### config.mk
export PLATFORM = sky130hd
export DESIGN_NAME = chgi_port
export DESIGN_NICKNAME = d
export VERILOG_FILES = /design/src/rtl/chgi_pkg.sv /design/src/rtl/chgi_sync.sv /design/src/rtl/chgi_port.sv
export SDC_FILE = /design/constraint.sdc
export NUM_CORES = 1
export LEC_CHECK = 0
export BUFFER_PORTS_ARGS = -buffer_cell sky130_fd_sc_hd__buf_2
export CAP_MARGIN = 25
export CELL_PAD_IN_SITES_DETAIL_PLACEMENT = 0
export CELL_PAD_IN_SITES_GLOBAL_PLACEMENT = 1
export CORE_MARGIN = 5
export CORE_UTILIZATION = 48
export CTS_BUF_LIST = sky130_fd_sc_hd__clkbuf_8
export CTS_CLUSTER_SIZE = 24
export DETAILED_ROUTE_END_ITERATION = 10
export PLACE_DENSITY_LB_ADDON = 0.1
export SLEW_MARGIN = 0
export SYNTH_ARGS = -nofsm -noshare
export SYNTH_HDL_FRONTEND = slang
export SYNTH_SLANG_ARGS = --single-unit
### constraint.sdc
create_clock -name sys_clk -period 4.19 [get_ports sys_clk]
set_input_delay 0.6285 -clock sys_clk [delete_from_list [all_inputs] [get_ports sys_clk]]
set_output_delay 0.6285 -clock sys_clk [all_outputs]
set_load 0.03 [all_outputs]
### src/rtl/chgi_pkg.sv
/*
 package for the charger serial register port: addresses, register
 indexes, reset values and timing counts. assumes sys_clk at 200 mhz.
*/
`default_nettype none
package chgi_pkg;
    localparam logic [6:0] SLAVE_ADDR = 7'h6b;
    localparam int CLK_MHZ = 200;
    localparam logic [7:0] IDX_OPT_A = 8'h00;
    localparam logic [7:0] IDX_CHG_CUR = 8'h02;
    localparam logic [7:0] IDX_MAX_V = 8'h04;
    localparam logic [7:0] IDX_IIN_USE = 8'h24;
    localparam logic [7:0] IDX_REV_V = 8'h06;
    localparam logic [7:0] IDX_IN_V = 8'h0a;
    localparam logic [7:0] IDX_MAKER = 8'h2e;
    localparam logic [7:0] IDX_PART = 8'h2f;
    localparam logic [7:0] IDX_OPT_B = 8'h30;
    localparam logic [7:0] IDX_OPT_C = 8'h32;
    localparam logic [7:0] IDX_OPT_D = 8'h34;
    localparam logic [15:0] RST_OPT_A = 16'he60e;
    localparam logic [15:0] RST_ZERO = 16'h0000;
    localparam logic [15:0] RST_MAX_V = 16'h1068;
    localparam logic [15:0] CHG_CUR_MASK = 16'h1fc0;
    localparam logic [15:0] MAX_V_MASK = 16'h7ff8;
    localparam int WDT_FIELD_LO = 13;
    localparam int WDT_S_5 = 5;
    localparam int WDT_S_88 = 88;
    localparam int WDT_S_175 = 175;
    localparam int SEC_DIV_CYC = CLK_MHZ * 1000000;
    typedef enum logic [2:0] {
        CHGI_IDLE = 3'b000,
        CHGI_ADDR = 3'b001,
        CHGI_INDEX = 3'b011,
        CHGI_WDATA = 3'b010,
        CHGI_RDATA = 3'b110,
        CHGI_IGNORE = 3'b111
    } chgi_state_t;
endpackage : chgi_pkg
`default_nettype wire

### src/rtl/chgi_sync.sv
/*
 two-flop synchroniser with edge flags for scl and sda.
 assumes pins are asynchronous to sys_clk.
*/
`timescale 1ns/100ps
`default_nettype none
module chgi_sync (
    input wire logic sys_clk,
    input wire logic nrst,
    input wire logic scl_in,
    input wire logic sda_in,
    output logic scl_s,
    output logic sda_s,
    output logic scl_rise,
    output logic scl_fall,
    output logic sda_rise,
    output logic sda_fall
);
    logic [1:0] m_r, m_nxt, s_r, s_nxt, p_r, p_nxt;
    always_comb begin
        m_nxt = {scl_in, sda_in};
        s_nxt = m_r;
        p_nxt = s_r;
    end
    always_ff @(posedge sys_clk or negedge nrst) begin
        if (!nrst) begin
            m_r <= 2'b11;
            s_r <= 2'b11;
            p_r <= 2'b11;
        end else begin
            m_r <= m_nxt;
            s_r <= s_nxt;
            p_r <= p_nxt;
        end
    end
    assign scl_s = s_r[1];
    assign sda_s = s_r[0];
    assign scl_rise = s_r[1] & ~p_r[1];
    assign scl_fall = ~s_r[1] & p_r[1];
    assign sda_rise = s_r[0] & ~p_r[0];
    assign sda_fall = ~s_r[0] & p_r[0];
endmodule : chgi_sync
`default_nettype wire

### src/rtl/chgi_port.sv
/*
 i2c slave register port of the charge controller with paired
 register commit and watchdog expiry. assumes external pull-ups and
 a master that drives scl; sys_clk 200 mhz.
*/
`timescale 1ns/100ps
`default_nettype none
module chgi_port #(
    parameter logic [7:0] PART_CODE = 8'h5a, // arbitrary value
    parameter logic [7:0] MAKER_CODE = 8'h3c, // arbitrary value
    parameter int SEC_CYC = chgi_pkg::SEC_DIV_CYC
) (
    input wire logic sys_clk,
    input wire logic nrst,
    input wire logic scl_in,
    input wire logic sda_in,
    output logic sda_out,
    output logic sda_oe,
    output logic scl_out,
    output logic scl_oe,
    input wire logic [15:0] input_current_limit_in_use,
    output logic [15:0] charge_option_a,
    output logic [15:0] charge_current_setting,
    output logic [15:0] max_charge_voltage_setting,
    output logic [15:0] reverse_output_voltage_setting,
    output logic [15:0] input_voltage_setting,
    output logic [15:0] charge_option_b,
    output logic [15:0] charge_option_c,
    output logic [15:0] charge_option_d,
    output logic bus_busy,
    output logic watchdog_expired
);
    logic scl_s, sda_s, scl_rise, scl_fall, sda_rise, sda_fall;
    chgi_sync u_sync (
        .sys_clk(sys_clk),
        .nrst(nrst),
        .scl_in(scl_in),
        .sda_in(sda_in),
        .scl_s(scl_s),
        .sda_s(sda_s),
        .scl_rise(scl_rise),
        .scl_fall(scl_fall),
        .sda_rise(sda_rise),
        .sda_fall(sda_fall)
    );
    function automatic logic defined_idx(input logic [7:0] i);
        case (i)
            chgi_pkg::IDX_OPT_A, chgi_pkg::IDX_OPT_A + 8'h01,
            chgi_pkg::IDX_CHG_CUR, chgi_pkg::IDX_CHG_CUR + 8'h01,
            chgi_pkg::IDX_MAX_V, chgi_pkg::IDX_MAX_V + 8'h01,
            chgi_pkg::IDX_REV_V, chgi_pkg::IDX_REV_V + 8'h01,
            chgi_pkg::IDX_IN_V, chgi_pkg::IDX_IN_V + 8'h01,
            chgi_pkg::IDX_IIN_USE, chgi_pkg::IDX_IIN_USE + 8'h01,
            chgi_pkg::IDX_MAKER, chgi_pkg::IDX_PART,
            chgi_pkg::IDX_OPT_B, chgi_pkg::IDX_OPT_B + 8'h01,
            chgi_pkg::IDX_OPT_C, chgi_pkg::IDX_OPT_C + 8'h01,
            chgi_pkg::IDX_OPT_D, chgi_pkg::IDX_OPT_D + 8'h01:
                defined_idx = 1'b1;
            default: defined_idx = 1'b0;
        endcase
    endfunction : defined_idx
    function automatic logic is_paired(input logic [7:0] i);
        is_paired = (i == chgi_pkg::IDX_CHG_CUR) ||
            (i == chgi_pkg::IDX_MAX_V) || (i == chgi_pkg::IDX_REV_V) ||
            (i == chgi_pkg::IDX_IN_V) || (i == chgi_pkg::IDX_IIN_USE);
    endfunction : is_paired
    chgi_pkg::chgi_state_t st_r, st_nxt;
    logic [7:0] sh_r, sh_nxt, idx_r, idx_nxt, tx_r, tx_nxt;
    logic [3:0] bit_r, bit_nxt;
    logic idx_ok_r, idx_ok_nxt, ack_r, ack_nxt, busy_r, busy_nxt;
    logic sda_o_r, sda_o_nxt, nack_r, nack_nxt;
    logic [15:0] opt_a_r, opt_a_nxt, cur_r, cur_nxt, mv_r, mv_nxt;
    logic [15:0] rv_r, rv_nxt, iv_r, iv_nxt, iiu_r;
    logic [15:0] ob_r, ob_nxt, oc_r, oc_nxt, od_r, od_nxt;
    logic [7:0] pend_r, pend_nxt, pidx_r, pidx_nxt;
    logic pvld_r, pvld_nxt, wexp_r, wexp_nxt;
    logic [31:0] div_r, div_nxt;
    logic [7:0] sec_r, sec_nxt, psec_r, psec_nxt;
    logic [7:0] wdt_lim;
    logic [7:0] rd_byte;
    logic wstb;
    always_comb begin
        case (opt_a_r[chgi_pkg::WDT_FIELD_LO +: 2])
            2'b01: wdt_lim = 8'(chgi_pkg::WDT_S_5);
            2'b10: wdt_lim = 8'(chgi_pkg::WDT_S_88);
            2'b11: wdt_lim = 8'(chgi_pkg::WDT_S_175);
            default: wdt_lim = 8'h00;
        endcase
        case (idx_r)
            chgi_pkg::IDX_OPT_A: rd_byte = opt_a_r[7:0];
            chgi_pkg::IDX_OPT_A + 8'h01: rd_byte = opt_a_r[15:8];
            chgi_pkg::IDX_CHG_CUR: rd_byte = cur_r[7:0];
            chgi_pkg::IDX_CHG_CUR + 8'h01: rd_byte = cur_r[15:8];
            chgi_pkg::IDX_MAX_V: rd_byte = mv_r[7:0];
            chgi_pkg::IDX_MAX_V + 8'h01: rd_byte = mv_r[15:8];
            chgi_pkg::IDX_REV_V: rd_byte = rv_r[7:0];
            chgi_pkg::IDX_REV_V + 8'h01: rd_byte = rv_r[15:8];
            chgi_pkg::IDX_IN_V: rd_byte = iv_r[7:0];
            chgi_pkg::IDX_IN_V + 8'h01: rd_byte = iv_r[15:8];
            chgi_pkg::IDX_IIN_USE: rd_byte = iiu_r[7:0];
            chgi_pkg::IDX_IIN_USE + 8'h01: rd_byte = iiu_r[15:8];
            chgi_pkg::IDX_MAKER: rd_byte = MAKER_CODE;
            chgi_pkg::IDX_PART: rd_byte = PART_CODE;
            chgi_pkg::IDX_OPT_B: rd_byte = ob_r[7:0];
            chgi_pkg::IDX_OPT_B + 8'h01: rd_byte = ob_r[15:8];
            chgi_pkg::IDX_OPT_C: rd_byte = oc_r[7:0];
            chgi_pkg::IDX_OPT_C + 8'h01: rd_byte = oc_r[15:8];
            chgi_pkg::IDX_OPT_D: rd_byte = od_r[7:0];
            chgi_pkg::IDX_OPT_D + 8'h01: rd_byte = od_r[15:8];
            default: rd_byte = 8'h00;
        endcase
    end
    // bus state machine
    always_comb begin
        st_nxt = st_r;
        sh_nxt = sh_r;
        idx_nxt = idx_r;
        tx_nxt = tx_r;
        bit_nxt = bit_r;
        idx_ok_nxt = idx_ok_r;
        ack_nxt = ack_r;
        busy_nxt = busy_r;
        sda_o_nxt = sda_o_r;
        nack_nxt = nack_r;
        wstb = 1'b0;
        if (scl_s && sda_fall) begin
            busy_nxt = 1'b1;
            st_nxt = chgi_pkg::CHGI_ADDR;
            bit_nxt = 4'h0;
            idx_ok_nxt = 1'b0;
            sda_o_nxt = 1'b0;
            ack_nxt = 1'b0;
        end else if (scl_s && sda_rise) begin
            busy_nxt = 1'b0;
            st_nxt = chgi_pkg::CHGI_IDLE;
            sda_o_nxt = 1'b0;
        end else if (st_r != chgi_pkg::CHGI_IDLE &&
                st_r != chgi_pkg::CHGI_IGNORE) begin
            if (scl_rise) begin
                if (bit_r < 4'd8) begin
                    sh_nxt = {sh_r[6:0], sda_s};
                    bit_nxt = bit_r + 4'd1;
                end else begin
                    nack_nxt = sda_s;
                end
            end else if (scl_fall) begin
                if (bit_r == 4'd8 && !ack_r) begin
                    ack_nxt = 1'b1;
                    sda_o_nxt = 1'b0;
                    case (st_r)
                        chgi_pkg::CHGI_ADDR: begin
                            if (sh_r[7:1] == chgi_pkg::SLAVE_ADDR) begin
                                sda_o_nxt = 1'b1;
                                st_nxt = sh_r[0] ? chgi_pkg::CHGI_RDATA
                                    : chgi_pkg::CHGI_INDEX;
                            end else begin
                                st_nxt = chgi_pkg::CHGI_IGNORE;
                            end
                        end
                        chgi_pkg::CHGI_INDEX: begin
                            idx_nxt = sh_r;
                            if (defined_idx(sh_r)) begin
                                sda_o_nxt = 1'b1;
                                idx_ok_nxt = 1'b1;
                                st_nxt = chgi_pkg::CHGI_WDATA;
                            end else begin
                                st_nxt = chgi_pkg::CHGI_IGNORE;
                            end
                        end
                        chgi_pkg::CHGI_WDATA: begin
                            sda_o_nxt = 1'b1;
                            wstb = 1'b1;
                            idx_nxt = idx_r + 8'h01;
                        end
                        default: sda_o_nxt = 1'b0;
                    endcase
                end else if (bit_r == 4'd8) begin
                    // ninth clock over: release sda or drive next read byte's msb, start next byte
                    bit_nxt = 4'h0;
                    ack_nxt = 1'b0;
                    sda_o_nxt = 1'b0;
                    if (st_r == chgi_pkg::CHGI_RDATA) begin
                        if (nack_r) begin
                            st_nxt = chgi_pkg::CHGI_IGNORE;
                        end else begin
                            if (idx_ok_r) begin
                                idx_nxt = idx_r + 8'h01;
                            end
                            tx_nxt = rd_byte;
                            sda_o_nxt = ~rd_byte[7];
                        end
                    end
                end else if (st_r == chgi_pkg::CHGI_RDATA) begin
                    sda_o_nxt = ~tx_r[3'(7 - bit_r)];
                end
            end
        end
        if (st_r == chgi_pkg::CHGI_ADDR && st_nxt == chgi_pkg::CHGI_RDATA) begin
            idx_ok_nxt = 1'b1;
        end
    end
    // register file with paired commit
    always_comb begin
        opt_a_nxt = opt_a_r;
        cur_nxt = cur_r;
        mv_nxt = mv_r;
        rv_nxt = rv_r;
        iv_nxt = iv_r;
        ob_nxt = ob_r;
        oc_nxt = oc_r;
        od_nxt = od_r;
        pend_nxt = pend_r;
        pidx_nxt = pidx_r;
        pvld_nxt = pvld_r;
        wexp_nxt = wexp_r;
        div_nxt = div_r + 32'd1;
        sec_nxt = sec_r;
        psec_nxt = psec_r;
        if (div_r >= 32'(SEC_CYC - 1)) begin
            div_nxt = 32'd0;
            if (sec_r != 8'hff) begin
                sec_nxt = sec_r + 8'h01;
            end
            if (pvld_r && psec_r != 8'hff) begin
                psec_nxt = psec_r + 8'h01;
            end
        end
        if (wdt_lim != 8'h00 && sec_r >= wdt_lim) begin
            wexp_nxt = 1'b1;
            cur_nxt = chgi_pkg::RST_ZERO;
        end
        if (wdt_lim == 8'h00) begin
            wexp_nxt = 1'b0;
        end
        if (pvld_r && wdt_lim != 8'h00 && psec_r >= wdt_lim) begin
            pvld_nxt = 1'b0;
        end
        if (wstb) begin
            if (is_paired(idx_r)) begin
                pend_nxt = sh_r;
                pidx_nxt = idx_r;
                pvld_nxt = 1'b1;
                psec_nxt = 8'h00;
            end else if (pvld_r && idx_r == pidx_r + 8'h01 &&
                    !(wdt_lim != 8'h00 && psec_r >= wdt_lim)) begin
                pvld_nxt = 1'b0;
                case (pidx_r)
                    chgi_pkg::IDX_CHG_CUR: begin
                        cur_nxt = {sh_r, pend_r} & chgi_pkg::CHG_CUR_MASK;
                        sec_nxt = 8'h00;
                        wexp_nxt = 1'b0;
                    end
                    chgi_pkg::IDX_MAX_V: begin
                        mv_nxt = {sh_r, pend_r} & chgi_pkg::MAX_V_MASK;
                        sec_nxt = 8'h00;
                        wexp_nxt = 1'b0;
                    end
                    chgi_pkg::IDX_REV_V: rv_nxt = {sh_r, pend_r};
                    chgi_pkg::IDX_IN_V: iv_nxt = {sh_r, pend_r};
                    default: pvld_nxt = 1'b0;
                endcase
            end else begin
                pvld_nxt = 1'b0;
                case (idx_r)
                    chgi_pkg::IDX_OPT_A: opt_a_nxt[7:0] = sh_r;
                    chgi_pkg::IDX_OPT_A + 8'h01: opt_a_nxt[15:8] = sh_r;
                    chgi_pkg::IDX_OPT_B: ob_nxt[7:0] = sh_r;
                    chgi_pkg::IDX_OPT_B + 8'h01: ob_nxt[15:8] = sh_r;
                    chgi_pkg::IDX_OPT_C: oc_nxt[7:0] = sh_r;
                    chgi_pkg::IDX_OPT_C + 8'h01: oc_nxt[15:8] = sh_r;
                    chgi_pkg::IDX_OPT_D: od_nxt[7:0] = sh_r;
                    chgi_pkg::IDX_OPT_D + 8'h01: od_nxt[15:8] = sh_r;
                    default: pvld_nxt = 1'b0;
                endcase
            end
        end
    end
    always_ff @(posedge sys_clk or negedge nrst) begin
        if (!nrst) begin
            st_r <= chgi_pkg::CHGI_IDLE;
            sh_r <= 8'h00;
            idx_r <= 8'h00;
            tx_r <= 8'h00;
            bit_r <= 4'h0;
            idx_ok_r <= 1'b0;
            ack_r <= 1'b0;
            busy_r <= 1'b0;
            sda_o_r <= 1'b0;
            nack_r <= 1'b0;
        end else begin
            st_r <= st_nxt;
            sh_r <= sh_nxt;
            idx_r <= idx_nxt;
            tx_r <= tx_nxt;
            bit_r <= bit_nxt;
            idx_ok_r <= idx_ok_nxt;
            ack_r <= ack_nxt;
            busy_r <= busy_nxt;
            sda_o_r <= sda_o_nxt;
            nack_r <= nack_nxt;
        end
    end
    always_ff @(posedge sys_clk or negedge nrst) begin
        if (!nrst) begin
            opt_a_r <= chgi_pkg::RST_OPT_A;
            cur_r <= chgi_pkg::RST_ZERO;
            mv_r <= chgi_pkg::RST_MAX_V;
            rv_r <= chgi_pkg::RST_ZERO;
            iv_r <= chgi_pkg::RST_ZERO;
            ob_r <= chgi_pkg::RST_ZERO;
            oc_r <= chgi_pkg::RST_ZERO;
            od_r <= chgi_pkg::RST_ZERO;
            pend_r <= 8'h00;
            pidx_r <= 8'h00;
            pvld_r <= 1'b0;
            wexp_r <= 1'b0;
            div_r <= 32'd0;
            sec_r <= 8'h00;
            psec_r <= 8'h00;
            iiu_r <= chgi_pkg::RST_ZERO;
        end else begin
            opt_a_r <= opt_a_nxt;
            cur_r <= cur_nxt;
            mv_r <= mv_nxt;
            rv_r <= rv_nxt;
            iv_r <= iv_nxt;
            ob_r <= ob_nxt;
            oc_r <= oc_nxt;
            od_r <= od_nxt;
            pend_r <= pend_nxt;
            pidx_r <= pidx_nxt;
            pvld_r <= pvld_nxt;
            wexp_r <= wexp_nxt;
            div_r <= div_nxt;
            sec_r <= sec_nxt;
            psec_r <= psec_nxt;
            iiu_r <= input_current_limit_in_use;
        end
    end
    // open drain: the port never drives high and never stretches scl
    assign sda_out = 1'b0;
    assign sda_oe = sda_o_r;
    assign scl_out = 1'b0;
    assign scl_oe = 1'b0;
    assign charge_option_a = opt_a_r;
    assign charge_current_setting = cur_r;
    assign max_charge_voltage_setting = mv_r;
    assign reverse_output_voltage_setting = rv_r;
    assign input_voltage_setting = iv_r;
    assign charge_option_b = ob_r;
    assign charge_option_c = oc_r;
    assign charge_option_d = od_r;
    assign bus_busy = busy_r;
    assign watchdog_expired = wexp_r;
endmodule : chgi_port
`default_nettype wire

==> results.tsv <==
metric	value	unit
dpl cell area	0.0140	mm2
CP required	4.64	ns
WP depth	9	
die width	174	um
CP cell instances	nand2_1 -> ha_1 -> and2_0 -> a221o_1 -> a31oi_1 -> o21bai_1 -> nor4_4 -> buf_4 -> mux2_2	
power density over the cells	368	mW/mm2
Yosys top cell by area	dfrtp_1	
Detail Route Antenna Nets	0	
initial antenna violation count	0	
vias	10100	
Starting Density	48.3	%
r2r setup slk	0.86	ns
Post-Syn Area	0.0129	mm2
routability cong.	0.903	
HPWL after DPL	27.0	mm
Slew Limit Fails	0	
post-cts sizing count	0	
peak supply drop	0.210	mV
# nets final	1376	
drt first pass iters	5	
count of buffer and inverter cells on the critical path	1	
MaxCap Viol Count	0	
Vias per Instance	5.91	
Core Footprint	0.0267	mm2
async set-reset flop share out of synthesis	100	%
share of cells above drive strength 1	30.2	%
Worst Hold Class	input port to asynchronous set/reset pin	
Ports	154	
CTS Root Cell	clkbuf_8	
Syn Inst Count	1166	
buffer depth of the longest clock path	3	
synth top area cells	dfrtp_1, mux2_2, dfstp_2, ha_1, mux2_4	
DRC	0	
Worst R2R End	reverse_output_voltage_setting[4]$_DFFE_PN0P_	
CTS tree	built	
Clk Latency, worst-skew pair	0.58	ns
post-synthesis sequential area ratio	48.4	%
pre-CTS WS	0.896	ns
startpoint types	register	
Area Overhead vs Synth	15.9	%
Final Worst Setup Slack	0.863	ns
area fraction of the dominant cell type after synthesis	44.7	%
total wire length	38.4	mm
fin area	0.0149	mm2
worst slew pin tran	0.937	ns
Worst slew margin	36.9	%
clk sinks	248	
CTS buffer count	44	
CP arrival	3.78	ns
f_max	0.301	GHz
fin crit period	3.33	ns
DRT iter0 DRCs	842	
worst hold margin	0.110	ns
Seq cells post-synth	248	
Rows	60	
slowest cell delay on critical path	0.63	ns
delay-heaviest family, CP	compound AO/OA/AOI/OAI gates	
Finished Layout Cells	1703	
Synth cell types	85	
first-pass GRT wire length	60.1	mm
R2R depth	9	
Reg clk slew, reported paths	0.06	ns
vias in the first global route	10200	
RSZ-0062 raised after global routing	no	
largest net degree at the start of global routing	100	
htree depth	2	
critical path capture point type	register	
Max Clock Skew	0.0343	ns
Post-synth EDFFs	0	
reg2reg start	charge_option_a[13]$_DFFE_PN1P_	
Max stage delay cell, worst path	dfstp_2	
PortBufs	146	
Final period util	79.4	%
grt total ovfl	0	
most frequent cells after synthesis	dfrtp_1, mux2_2, nor2_1	
All-Layer GR Usage	24.9	%
Setup CP Type	register to register	
die area	0.0302	mm2
setup TNS	0	ns
ANT cells	0	
final hold vios	0	
Crit Path Max Fanout	16	
Avg WL per Cell	22.5	um
# placed instances	1622	
post-CTS setup buffers	0	
status	complete, no violations	
Pleak	7.00	nW
Syn Area/Cell	11.0	um2
DIE HEIGHT	174	um
final setup fails	0	
Most used DFF post-synth	dfrtp_1	
most common cell in the netlist	dfrtp_1	
Post-CTS Hold Buffers	0	
Yosys warnings	0	
## report_power, final
part / switching [mW] / leakage, nW / internal [mW]
Combinational: 0.283 / 3.14 / 0.197
Sequential: 0.276 / 3.33 / 2.48
Clock: 1.03 / 0.531 / 1.22
Total: 1.59 / 7.00 / 3.90
## stage by stage
step                total power [mW]  utilization (%)
floorplan                       2.98                -
global placement                3.27             52.6
detailed placement              3.27             52.6
CTS                             5.54             56.0
global route                    5.75             56.0
finish                          5.49             56.0
## metal layers
| metal | GRT usage, % | up-vias | share of wire, % |
|---|---|---|---|
| li1 | - | 4624 | - |
| met1 | 35.5 | 5035 | 45 |
| met2 | 39.2 | 331 | 46 |
| met3 | 3.88 | 69 | 5.3 |
| met4 | 8.08 | 0 | 2.9 |
| met5 | 0 | - | 0 |
## cell families (layout without fill, tap and decap cells)
group           after synthesis  count (layout)  synth area share [%]
simple gates                341             341                  14.4
flops                       248             248                  48.4
compound gates              245             245                  14.2
mux                         144             144                  13.2
buf+inv                     115             301                  4.06
xor+xnor                     43              43                  2.98
fa+ha+maj                    29              29                  2.82
other cells                   1              11                0.0291
## worst max path at each step
stage | start | endpoint | slack (ns)
finish | charge_option_a[13]$_DFFE_PN1P_ | reverse_output_voltage_setting[4]$_DFFE_PN0P_ | 0.86
global route | charge_option_a[13]$_DFFE_PN1P_ | input_voltage_setting[0]$_DFFE_PN0P_ | 0.68
CTS | charge_option_a[13]$_DFFE_PN1P_ | input_voltage_setting[0]$_DFFE_PN0P_ | 0.87
detailed placement | charge_option_a[13]$_DFFE_PN1P_ | max_charge_voltage_setting[13]$_DFFE_PN0P_ | 0.90
global placement | charge_option_a[13]$_DFFE_PN1P_ | max_charge_voltage_setting[13]$_DFFE_PN0P_ | 0.97
floorplan | charge_option_a[13]$_DFFE_PN1P_ | charge_option_b[0]$_DFFE_PN0P_ | 0.79
## placed cells by master, fill, tap and decap left out, types with 12 or more instances in the layout
cell type,n
nor2b_1,13
a211oi_1,13
a22oi_1,27
dfstp_2,18
clkbuf_8,53
mux2i_1,21
nand4_1,18
o21ai_0,49
nor2_1,77
xnor2_1,20
and3_1,16
ha_1,29
nor3_1,21
nand2_1,66
xor2_1,22
inv_1,55
dfrtp_1,230
buf_4,34
mux2_4,20
a21oi_1,38
mux2_2,101
a22o_1,12
nand3_1,47
buf_2,145
## layout make-up
type                            instances  area [um2]
Multi-Input combinational cell        813        6170
Timing Repair Buffer                  183        1060
Sequential cell                       248        6230
Tap cell                              341         427
Fill cell                            2353       11700
Inverter                               37         139
Clock inverter                         28         170
Clock buffer                           53         729
## registers in the layout, summed over array words and instances (netlist names), 8 cells and up
name,count
charge_option_a,16
iiu_r,16
charge_current_setting,16
tx_r,8
sec_r,8
max_charge_voltage_setting,12
charge_option_d,16
sh_r,8
psec_r,8
div_r,32
charge_option_c,16
input_voltage_setting,16
pidx_r,8
pend_r,8
idx_r,8
charge_option_b,16
reverse_output_voltage_setting,16
## worst reg2reg max path: cells and delay by family (launching register included)
family,cells,cell delay (ns)
buffers and inverters,1,0.34
and+or+nand+nor,3,0.73
adders and majority gates,1,0.34
AOI/OAI and AO/OA,3,0.77
muxes,1,0.39
DFF,1,0.63
(Power assumes the default switching activity.)
